## src/hw/scr_pkg.sv

```systemverilog
// Constants for the set/clear/toggle register bank.
// Assumes a simple synchronous register port driven by the peripheral bus logic.
package scr_pkg;
  // Word offsets within the bank's own port: base, set, clear and toggle views.
  localparam logic [1:0] ADDR_BASE = 2'h0;
  localparam logic [1:0] ADDR_SET = 2'h1;
  localparam logic [1:0] ADDR_CLEAR = 2'h2;
  localparam logic [1:0] ADDR_TOGGLE = 2'h3;
  // Default width and bit access layout of the shared content.
  localparam int DATA_WIDTH = 8;
  localparam logic [7:0] RESET_VALUE = 8'h00;
  localparam logic [7:0] RW_MASK = 8'h0f;
  localparam logic [7:0] RO_MASK = 8'h30;
  localparam logic [7:0] WO_MASK = 8'h40;
  // Value returned on write-only bits, which software must not rely on.
  localparam logic [7:0] WO_READ_VALUE = 8'h00;
endpackage

```

## src/hw/scr_register_pair.sv

```systemverilog
// Register bank with a base register and its set, clear and toggle aliases.
// Assumes one synchronous register port; the surrounding bus decodes the bank select.
`timescale 1ns/10ps
// Overview of operation
// - Read/write bits store and return writes.
// - Read-only bits ignore software writes.
// - Write-only bits read as undefined value.
// - Reserved bits always read as zero.
// - Reset values restored; debug bits spared softly.
// - Base and aliases read identical contents.
// - Clear alias ones force bits zero.
// - Set alias ones force bits one.
// - Toggle alias ones invert bits.
// - Alias writes change bits in one write.
module scr_register_pair #(
  parameter int WIDTH = scr_pkg::DATA_WIDTH,
  parameter logic [WIDTH-1:0] RESET_VALUE = WIDTH'(scr_pkg::RESET_VALUE),
  parameter logic [WIDTH-1:0] RW_MASK = WIDTH'(scr_pkg::RW_MASK),
  parameter logic [WIDTH-1:0] RO_MASK = WIDTH'(scr_pkg::RO_MASK),
  parameter logic [WIDTH-1:0] WO_MASK = WIDTH'(scr_pkg::WO_MASK),
  parameter bit DEBUG_CONTROL = 1'b0
) (
  input wire logic clock,
  input wire logic rst,
  input wire logic softReset,
  input wire logic writeEnable,
  input wire logic [1:0] address,
  input wire logic [WIDTH-1:0] writeData,
  input wire logic [WIDTH-1:0] hwValue,
  output logic [WIDTH-1:0] readData,
  output logic [WIDTH-1:0] content
);

  ////////////////////////////////////////////////////////////////////////////
  // Bit layout and timing.

  // The pair is one shared word that software sees through four views: the base
  // view and the set, clear and toggle aliases. Each bit belongs to one access
  // class, chosen by the three mask parameters; a bit in none of them is reserved.

  // Read/write and write-only bits live in flip-flops. Read-only bits are not
  // stored at all; they show the hardware value, so no software write reaches
  // them. Reserved bits are neither stored nor shown.

  // A write is taken at the rising edge on which the strobe is high. The content
  // output changes at that same edge and the read data one edge later, so a read
  // right after a write sees the old word for one cycle.

  // Writes may arrive on every cycle. Each alias acts only on the positions
  // written as one, which lets software change single bits in one bus write
  // while other code owns the neighbouring bits.

  // Both resets restore the reset value parameter. The software reset is ignored
  // when the instance holds debug control state, which must survive it.

  // The read data does not depend on the address, so a read of any view costs
  // the same and shows the same word; there is no separate read strobe.

  ////////////////////////////////////////////////////////////////////////////
  // Parameter checks.

  // Refuse layouts that the logic cannot serve; unlisted bits are reserved.
  if (WIDTH < 1 || WIDTH > 32)
  begin
    $error("Register width out of range.");
  end
  if ((RW_MASK & RO_MASK) != '0 || (RW_MASK & WO_MASK) != '0)
  begin
    $error("Read/write bits overlap another access class.");
  end
  if ((RO_MASK & WO_MASK) != '0)
  begin
    $error("Read-only and write-only bits overlap.");
  end

  // Bits that a software write may reach, and bits that carry any meaning.
  localparam logic [WIDTH-1:0] WRITE_MASK = RW_MASK | WO_MASK;
  localparam logic [WIDTH-1:0] USED_MASK = RW_MASK | RO_MASK | WO_MASK;
  // Filler shown on write-only bits; software must not rely on it.
  localparam logic [WIDTH-1:0] WO_READ = WIDTH'(scr_pkg::WO_READ_VALUE);

  ////////////////////////////////////////////////////////////////////////////
  // Helper functions.

  // Keeps only the bits that a software write may reach; read-only and reserved
  // positions are dropped here, so no view can ever store them.
  function automatic logic [WIDTH-1:0] writable_bits(input logic [WIDTH-1:0] data);
    writable_bits = data & WRITE_MASK;
  endfunction

  // True when a taken write addresses the given view of the pair.
  function automatic logic view_hit(input logic strobe, input logic [1:0] addr,
    input logic [1:0] code);
    view_hit = strobe && (addr == code);
  endfunction

  ////////////////////////////////////////////////////////////////////////////
  // Write strobes.

  logic baseWrite;
  logic setWrite;
  logic clearWrite;
  logic toggleWrite;

  // One strobe per view; at most one is high, since the address picks one view.
  assign baseWrite = view_hit(writeEnable, address, scr_pkg::ADDR_BASE);
  assign setWrite = view_hit(writeEnable, address, scr_pkg::ADDR_SET);
  assign clearWrite = view_hit(writeEnable, address, scr_pkg::ADDR_CLEAR);
  assign toggleWrite = view_hit(writeEnable, address, scr_pkg::ADDR_TOGGLE);

  ////////////////////////////////////////////////////////////////////////////
  // Write path.

  logic [WIDTH-1:0] stored;
  logic [WIDTH-1:0] next_stored;

  // Compute the new software-writable content for an access to any view.
  always_comb
  begin
    next_stored = stored;
    if (baseWrite)
    begin
      next_stored = (stored & ~WRITE_MASK) | writable_bits(writeData);
    end
    else if (setWrite)
    begin
      next_stored = stored | writable_bits(writeData);
    end
    else if (clearWrite)
    begin
      next_stored = stored & ~writable_bits(writeData);
    end
    else if (toggleWrite)
    begin
      next_stored = stored ^ writable_bits(writeData);
    end
  end

  // Holds the writable bits; soft reset spares debug control banks.
  always_ff @(posedge clock)
  begin
    if (rst || (softReset && !DEBUG_CONTROL))
      stored <= RESET_VALUE & WRITE_MASK;
    else
      stored <= next_stored;
  end

  ////////////////////////////////////////////////////////////////////////////
  // Read path.

  wire logic [WIDTH-1:0] view;

  // Each bit picks its read source by its access class.
  for (genvar b = 0; b < WIDTH; b++)
  begin : g_view_bit
    if (RW_MASK[b])
    begin
      assign view[b] = stored[b];
    end
    else if (RO_MASK[b])
    begin
      assign view[b] = hwValue[b];
    end
    else if (WO_MASK[b])
    begin
      assign view[b] = WO_READ[b];
    end
    else
    begin
      assign view[b] = 1'b0;
    end
  end

  // Every view returns the same contents, registered.
  always_ff @(posedge clock)
  begin
    if (rst)
      readData <= '0;
    else
      readData <= view & USED_MASK;
  end

  // Live content drives the block's own logic, including write-only bits.
  assign content = stored & WRITE_MASK;

  ////////////////////////////////////////////////////////////////////////////
  // Checks.

  property p_set;
    @(posedge clock) disable iff (rst || softReset)
    writeEnable && address == scr_pkg::ADDR_SET |=>
      (content & ($past(writeData) & WRITE_MASK)) == ($past(writeData) & WRITE_MASK);
  endproperty
  a_set: assert property (p_set) else $error("Set alias failed.");

  property p_clear;
    @(posedge clock) disable iff (rst || softReset)
    writeEnable && address == scr_pkg::ADDR_CLEAR |=> (content & $past(writeData)) == '0;
  endproperty
  a_clear: assert property (p_clear) else $error("Clear alias failed.");

  property p_toggle;
    @(posedge clock) disable iff (rst || softReset)
    writeEnable && address == scr_pkg::ADDR_TOGGLE |=>
      content == ($past(content) ^ ($past(writeData) & WRITE_MASK));
  endproperty
  a_toggle: assert property (p_toggle) else $error("Toggle alias failed.");

  property p_keep;
    @(posedge clock) disable iff (rst || softReset)
    writeEnable && address != scr_pkg::ADDR_BASE |=>
      ((content ^ $past(content)) & ~$past(writeData)) == '0;
  endproperty
  a_keep: assert property (p_keep) else $error("Alias changed unselected bits.");

  property p_base;
    @(posedge clock) disable iff (rst || softReset)
    writeEnable && address == scr_pkg::ADDR_BASE |=>
      content == ($past(writeData) & WRITE_MASK);
  endproperty
  a_base: assert property (p_base) else $error("Base write not stored.");

  property p_reserved;
    @(posedge clock) disable iff (rst) (readData & ~USED_MASK) == '0;
  endproperty
  a_reserved: assert property (p_reserved) else $error("Reserved bit read nonzero.");

  property p_readonly;
    @(posedge clock) disable iff (rst)
    (readData & RO_MASK) == ($past(hwValue) & RO_MASK) || $past(rst);
  endproperty
  a_readonly: assert property (p_readonly) else $error("Read-only bit wrong.");

  property p_reset;
    @(posedge clock) rst |=> content == (RESET_VALUE & WRITE_MASK) ##1 1;
  endproperty
  a_reset: assert property (p_reset) else $error("Reset value not restored.");

  // The set alias leaves every other bit exactly as it was.
  property p_set_exact;
    @(posedge clock) disable iff (rst || softReset)
    writeEnable && address == scr_pkg::ADDR_SET |=>
      content == ($past(content) | ($past(writeData) & WRITE_MASK));
  endproperty
  a_set_exact: assert property (p_set_exact) else $error("Set alias overreach.");

  // The clear alias leaves every other bit exactly as it was.
  property p_clear_exact;
    @(posedge clock) disable iff (rst || softReset)
    writeEnable && address == scr_pkg::ADDR_CLEAR |=>
      content == ($past(content) & ~($past(writeData) & WRITE_MASK));
  endproperty
  a_clear_exact: assert property (p_clear_exact) else $error("Clear alias overreach.");

  // Without a write or a reset the content stands still.
  property p_hold;
    @(posedge clock) disable iff (rst || softReset)
    !writeEnable |=> $stable(content);
  endproperty
  a_hold: assert property (p_hold) else $error("Content changed without a write.");

  // Every view reads the stored read/write bits of the previous cycle.
  property p_readback;
    @(posedge clock) disable iff (rst)
    !$past(rst) |-> (readData & RW_MASK) == ($past(content) & RW_MASK);
  endproperty
  a_readback: assert property (p_readback) else $error("Read data lost the content.");

  // A software reset restores the reset value unless debug state is held.
  property p_softreset;
    @(posedge clock) disable iff (rst)
    softReset && !DEBUG_CONTROL |=> content == (RESET_VALUE & WRITE_MASK);
  endproperty
  a_softreset: assert property (p_softreset) else $error("Soft reset missed.");

  // Write-only bits show the filler, never what was stored.
  property p_wo_filler;
    @(posedge clock) disable iff (rst)
    !$past(rst) |-> (readData & WO_MASK) == (WO_READ & WO_MASK);
  endproperty
  a_wo_filler: assert property (p_wo_filler) else $error("Write-only bits leaked.");

  // The view decoder raises at most one strobe.
  property p_one_strobe;
    @(posedge clock) disable iff (rst)
    $onehot0({baseWrite, setWrite, clearWrite, toggleWrite});
  endproperty
  a_one_strobe: assert property (p_one_strobe) else $error("Two views written at once.");

  // Reset clears the read data as well.
  property p_reset_read;
    @(posedge clock) rst |=> readData == '0;
  endproperty
  a_reset_read: assert property (p_reset_read) else $error("Read data not cleared.");

endmodule

```

## config.mk

```make
export PLATFORM = sky130hd
export DESIGN_NAME = scr_register_pair
export DESIGN_NICKNAME = d
export VERILOG_FILES = /design/src/hw/scr_pkg.sv /design/src/hw/scr_register_pair.sv
export SDC_FILE = /design/constraint.sdc
export NUM_CORES = 1
export LEC_CHECK = 0
export BUFFER_PORTS_ARGS = -buffer_cell sky130_fd_sc_hd__buf_2
export CORE_AREA = 2 2 40 46
export CTS_CLUSTER_SIZE = 10
export DETAILED_ROUTE_END_ITERATION = 10
export DIE_AREA = 0 0 42 48
export GPL_TIMING_DRIVEN = 0
export PLACE_DENSITY = 0.79
export REMOVE_ABC_BUFFERS = 1
export SYNTH_ARGS = -nofsm -noshare
export SYNTH_HDL_FRONTEND = slang
export SYNTH_SLANG_ARGS = --single-unit
```

## constraint.sdc

```tcl
create_clock -name clock -period 2.8 [get_ports clock]
set_input_delay 0.56 -clock clock [delete_from_list [all_inputs] [get_ports clock]]
set_output_delay 0.56 -clock clock [all_outputs]
set_load 0.005 [all_outputs]
```

==> results of run 1 <==
## critical path, delay by kind of cell, from the launching register on
| family | cells | cell delay [ns] |
|---|---|---|
| multiplexers | 1 | 0.46 |
| flip-flops | 1 | 0.37 |
| AO/OA/AOI/OAI | 1 | 0.35 |
| adder cells (fa/ha/maj) | 1 | 0.27 |
| buffers and inverters | 2 | 0.11 |
## through the flow
step           hold slack [ns]  worst slack (ns)  cells
3_3_place_gp            0.4824            0.9112    114
4_1_cts                 0.4912             1.128    118
3_5_place_dp            0.4973            0.8681    114
6_report                0.4995             1.136    118
2_1_floorplan           0.4745             1.017     74
5_1_grt                 0.5024             1.063    118
## cells by family after synthesis
| kind of cell | count (synthesis) | share of synthesized area (%) |
|---|---|---|
| compound gates | 9 | 9.523 |
| flops | 11 | 32.23 |
| fa+ha+maj | 10 | 18.32 |
| simple gates | 22 | 15.93 |
| mux | 5 | 9.889 |
| buf+inv | 19 | 13.55 |
| other cells | 1 | 0.5489 |
## flip-flops by register name, summed over array words and instances (netlist names)
register,count
readData,6
stored,5
## placed cells by master, fill, tap and decap left out, drive strengths merged
master    n
nor4b     1
buf      23
clkbuf    4
a21oi     4
inv      12
mux4      1
nand3b    4
nor2b     2
ha       10
conb      5
a2111oi   1
nand3     1
nand2     4
o211ai    4
nor2     10
dfxtp    11
mux2      4
## routing by layer
metal	track usage (%)	share of wire, %	up-vias
met5	0	0	-
met4	7.742	1.8	0
met3	1.509	6.8	2
met2	25.31	48	24
met1	15.58	44	257
li1	-	-	290
## report_power, final
part / total, mW / leakage (nW) / internal [mW] / switching (mW)
Clock: 0.108 / 0.0150 / 0.0550 / 0.0531
Combinational: 0.0540 / 0.306 / 0.0259 / 0.0281
Sequential: 0.165 / 0.0897 / 0.162 / 0.00308
Total: 0.327 / 0.411 / 0.243 / 0.0843
## area by class of cell
cell class	instances	area, µm²
clock buffer	4	26.28
fill	148	706.9
inverter	12	45.04
multi-input combinational	51	385.4
sequential	11	220.2
tap	17	21.27
timing repair buffer	23	115.1
## worst max-delay path by stage
stage	end	cells past startpoint
after CTS	stored[0]$_SDFFE_PP0P_	5
after global placement	stored[0]$_SDFFE_PP0P_	6
after floorplan	stored[0]$_SDFFE_PP0P_	5
after detailed placement	stored[0]$_SDFFE_PP0P_	6
after global routing	stored[0]$_SDFFE_PP0P_	5
final	stored[0]$_SDFFE_PP0P_	5
==> flow_metrics.py, run 1 <==
metrics = {
    "worst_setup_path": {
        "reg2reg_slack_ns": 1.14,
        "critPathKind": "register to register",
        "critPathRequiredTime_ns": 2.97,
        "crit_chain": "inv_1 -> ha_1 -> inv_1 -> mux4_2 -> a2111oi_2",
        "slowest_stage": "mux4_2",
        "critPathMaxStageDelay_ns": 0.46,
        "crit_start": "stored[0]$_SDFFE_PP0P_",
        "regToRegStartpoint": "stored[0]$_SDFFE_PP0P_",
        "reg2reg_to": "stored[0]$_SDFFE_PP0P_",
        "crit_path_start_kind": "register",
        "crit_top_cell": "inv_1",
        "path_max_fanout": 4,
        "endpoint_kind": "register",
        "worst-r2r-cell-count": 5,
        "arrival_ns": 1.83,
    },
    "finish": {
        "finish.utilization_pct": 53.50,
        "layout-drive-gt1-share_pct": 31.68,
        "syn2layout_area_growth_pct": 19.05,
        "diodes": 0,
        "fin_nets": 134,
        "fin_area_um2": 813.3,
    },
    "yosys": {
        "ys_ff_latch": 11,
        "synthTopCellsByCount": "inv_1, dfxtp_1, ha_1, nor2_1, buf_4",
        "ys.flop_type": "dfxtp_1",
        "ys_seq_area_share_pct": 32.23,
        "synth.top_cell.area_share_pct": 32.23,
        "ys_warn_count": 0,
        "synth_cell_types": 17,
        "synthArstFlopShare_pct": 0,
        "yosysMostFrequentCell": "inv_1",
        "netlist_area_um2": 683.2,
        "synth_edf_count": 0,
        "synthTopCellsByArea": "dfxtp_1, ha_1, inv_1, mux2_2, buf_4",
        "synth_cells": 77,
        "avgSynthCellArea_um2": 8.872,
        "yosysTopAreaCell": "dfxtp_1",
    },
    "outcome": {
        "run_status": "finished clean",
    },
    "sta": {
        "finalCritPeriodShare_pct": 59.43,
        "slew_viol_final": 0,
        "maxSlewHeadroom_pct": 52.40,
        "finClkSkew_ns": 0.004678,
        "fmax_mhz": 600.9,
        "setup-tns-final_ns": 0,
        "worstMarginPinSlew_ns": 0.7040,
        "grt_setup_unrepaired": "false",
        "hold_viol": 0,
        "layout_min_cycle_time_ns": 1.664,
        "finalSetupViolCount": 0,
    },
    "floorplan": {
        "die_area_um2": 2016,
        "rows": 15,
        "design.portCount": 38,
        "die_w_um": 42,
        "dieHeight_um": 48,
        "fp.coreArea_um2": 1520,
        "initial_utilization_pct": 44.94,
    },
    "min_path": {
        "min-delay-start": "hwValue[5]",
        "hold_end": "readData[5]$_SDFF_PP0_",
        "hold_path_depth": 2,
        "min_path_type": "input port to register",
    },
    "global_routing": {
        "grt_max_degree": 14,
        "first_global_vias": 496,
        "grt_pass1_wl_um": 2063,
        "grt_usage_pct": 13.57,
        "antenna_found_initial": 0,
        "globalRoute.totalOverflow": 0,
    },
    "clocking": {
        "numCtsBuffers": 3,
        "cts_hold_buffers": 0,
        "root_buffer": "clkbuf_4",
        "clkTransAtPathRegs_ns": 0.07,
        "clock_path_buffers": 2,
        "cts_max_level": 1,
        "cts_tree": "yes",
        "ctsResizeCount": 0,
        "clock_latency_ns": 0.26,
        "numClockSinks": 11,
        "post_cts_buffers": 0,
    },
    "power": {
        "power_mw": 0.3269,
        "peakVddDrop_mv": 0.1701,
        "power.density_nw_per_um2": 402.0,
        "p_leak_nw": 0.4107,
    },
    "place": {
        "dp_hpwl_um": 1005,
        "io_buffers": 23,
        "place.gp.congestion": 0.7899,
        "placed_cell_area_um2": 787.0,
    },
    "job": {
        "maxCapViolations": 0,
    },
    "detailed_routing": {
        "drc": 0,
        "vias": 573,
        "drt-initial-drc-count": 12,
        "antenna_left": 0,
        "via_per_inst": 4.856,
        "wl_per_cell_um": 10.64,
        "routed_wl_um": 1255,
        "drt_first_pass_iters": 4,
    },
}
(Power assumes the default switching activity.)
==> run 2: changes to the inputs <==
ABC_AREA = 1   (was not set)
CORE_AREA = 2 2 45 51   (was 2 2 40 46)
DIE_AREA = 0 0 47 53   (was 0 0 42 48)
PLACE_DENSITY = 0.72   (was 0.79)
clock period = 1.35 ns   (was 2.8 ns; I/O delays follow)
==> run 2 against run 1 <==
Sequential cell count is the same; sequential power grew 110%; sequential share of layout area shrank 2.9 points; hold slack lost 0.30 ns; clock power grew 110%; total power grew 120%; via count grew 27%; count of clock-buffer cells in the layout is the same; synthesized cell count grew 49%; combinational power grew to 2.8 times the previous value.
==> flow_metrics.py, run 2 <==
metrics = {
    "yosys": {
        "synth_cells": 115,
        "synthTopCellsByArea": "dfxtp_1, ha_1, inv_1, nand2_1, a21oi_1",
        "ys_warn_count": 0,
        "synth.top_cell.area_share_pct": 28.85,
        "synth_compound_area_share_pct": 9.836,
        "avgSynthCellArea_um2": 6.637,
        "synth_edf_count": 0,
        "yosysTopAreaCell": "dfxtp_1",
        "ys_ff_latch": 11,
        "synthMuxAreaShare_pct": 0,
        "yosysMostFrequentCell": "inv_1",
        "yosys.area_share.simple_pct": 24.59,
        "synthArstFlopShare_pct": 0,
        "synthTopCellsByCount": "inv_1, nand2_1, dfxtp_1",
        "netlist_area_um2": 763.2,
        "ys.flop_type": "dfxtp_1",
        "synth_xor_area_share_pct": 0,
        "ys_seq_area_share_pct": 28.85,
        "synth_cell_types": 16,
        "synth_top_family_by_area": "simple AND/OR/NAND/NOR gates",
        "synthAdderAreaFrac_pct": 16.39,
    },
    "detailed_routing": {
        "wl_per_cell_um": 9.756,
        "antenna_left": 0,
        "drt-initial-drc-count": 15,
        "via_per_inst": 4.345,
        "drt_first_pass_iters": 4,
        "drc": 0,
        "vias": 730,
        "routed_wl_um": 1639,
    },
    "global_routing": {
        "grt_usage_pct": 15.71,
        "grt_max_degree": 13,
        "antenna_found_initial": 0,
        "grt_pass1_wl_um": 2649,
        "first_global_vias": 639,
        "globalRoute.totalOverflow": 0,
    },
    "finish": {
        "fin_nets": 173,
        "reg_top3": "readData: 6 flops, stored: 5 flops",
        "finish.utilization_pct": 46.61,
        "final_common_cell": "inv_1",
        "final_cell_mix": "inv_1, nand2_1, buf_2, dfxtp_1",
        "fin_area_um2": 912.1,
        "syn2layout_area_growth_pct": 19.51,
        "layout-drive-gt1-share_pct": 22.86,
        "diodes": 0,
        "stdcell_count": 168,
        "fillers": 211,
        "largest_reg_flops": 6,
        "regMostFlops": "readData",
    },
    "worst_setup_path": {
        "regToRegStartpoint": "stored[2]$_SDFFE_PP0P_",
        "endpoint_kind": "register",
        "critPathKind": "register to register",
        "crit_chain": "inv_1 -> ha_1 -> inv_1 -> nand2_1 -> nand3_1 -> nand2_1 -> nand2_1 -> a21oi_1",
        "reg2reg_to": "stored[2]$_SDFFE_PP0P_",
        "cpLargestDelayFamily": "flip-flops",
        "arrival_ns": 1.40,
        "crit_top_cell": "nand2_1",
        "critPathMaxStageDelay_ns": 0.37,
        "worst-r2r-cell-count": 8,
        "slowest_stage": "dfxtp_1",
        "path_max_fanout": 4,
        "crit_path_start_kind": "register",
        "reg2reg_slack_ns": 0.16,
        "crit_buf_inv": 2,
        "critPathRequiredTime_ns": 1.56,
    },
    "clocking": {
        "cts_tree": "yes",
        "cts_max_level": 1,
        "root_buffer": "clkbuf_4",
        "cts_hold_buffers": 0,
        "post_cts_buffers": 0,
        "clkTransAtPathRegs_ns": 0.07,
        "clock_path_buffers": 2,
        "clock_latency_ns": 0.27,
        "numClockSinks": 11,
        "numCtsBuffers": 3,
        "ctsResizeCount": 0,
    },
    "place": {
        "dp_cells": 164,
        "placed_cell_area_um2": 885.9,
        "io_buffers": 23,
        "dp_hpwl_um": 1302,
        "pre_cts_ws_ns": -0.06546,
        "place.gp.congestion": 0.7649,
    },
    "floorplan": {
        "design.portCount": 38,
        "rows": 17,
        "die_w_um": 47,
        "dieHeight_um": 53,
        "die_area_um2": 2491,
        "fp.coreArea_um2": 1957,
        "initial_utilization_pct": 39.00,
    },
    "min_path": {
        "min-delay-start": "hwValue[5]",
        "hold_path_depth": 3,
        "hold_end": "readData[5]$_SDFF_PP0_",
        "min_path_type": "input port to register",
    },
    "job": {
        "maxCapViolations": 0,
    },
    "sta": {
        "hold_viol": 0,
        "worst_slack_ns": 0.1563,
        "fmax_mhz": 837.8,
        "grt_setup_unrepaired": "false",
        "finClkSkew_ns": 0.004036,
        "finalCritPeriodShare_pct": 88.42,
        "layout_min_cycle_time_ns": 1.194,
        "slew_viol_final": 0,
        "finalSetupViolCount": 0,
    },
    "power": {
        "peakVddDrop_mv": 0.3189,
        "power.density_nw_per_um2": 795.1,
        "power_mw": 0.7253,
        "p_leak_nw": 0.5268,
    },
    "outcome": {
        "run_status": "finished clean",
    },
}
-- run 2: cell families after synthesis --
| logic type | Yosys count |
|---|---|
| and+or+nand+nor | 43 |
| DFF | 11 |
| other | 1 |
| AOI/OAI and AO/OA | 15 |
| buffers and inverters | 35 |
| adders and majority gates | 10 |
-- run 2: cell type report --
class                      instances  area (µm²)  share of cell area, %
multi-input combinational         73       406.6                  44.58
sequential                        11       220.2                  24.14
inverter                          29       108.9                  11.93
timing repair buffer              23       115.1                  12.62
tap                               28       35.03                  3.841
clock buffer                       4       26.28                  2.881
-- run 2: metal layers --
layer | track usage (%) | share of wire [%] | vias to the layer above
met1 | 18.85 | 41 | 302
met2 | 24.89 | 49 | 36
met3 | 3.072 | 6.5 | 8
met5 | 0 | 0 | -
li1 | - | - | 384
met4 | 9.722 | 3.2 | 0
-- run 2: metrics by stage --
stage	hold WS, ns	setup TNS [ns]
detailed placement	0.4851	-0.2534
CTS	0.1911	0
finish	0.1990	0
floorplan	0.3412	0
global placement	0.4706	-0.1472
global route	0.2098	0
-- run 2: report_power, final --
group	switching [mW]	internal (mW)	leakage, nW	total [mW]
Combinational	0.0908	0.0612	0.422	0.152
Clock	0.114	0.115	0.0150	0.229
Sequential	0.00740	0.337	0.0898	0.344
Total	0.213	0.513	0.527	0.725
-- run 2: worst min-delay path, delay by kind of cell --
family                 cells  cell delay [ns]
buffers and inverters      2             0.13
AND/OR/NAND/NOR            1             0.03
-- run 2: how the worst max path moves through the flow --
stage	from	to	cells after the start
after global routing	stored[3]$_SDFFE_PP0P_	stored[3]$_SDFFE_PP0P_	8
after detailed placement	writeEnable	stored[1]$_SDFFE_PP0P_	8
after global placement	writeEnable	stored[0]$_SDFFE_PP0P_	8
final	stored[2]$_SDFFE_PP0P_	stored[2]$_SDFFE_PP0P_	8
after floorplan	stored[1]$_SDFFE_PP0P_	stored[1]$_SDFFE_PP0P_	8
after CTS	stored[1]$_SDFFE_PP0P_	stored[1]$_SDFFE_PP0P_	8
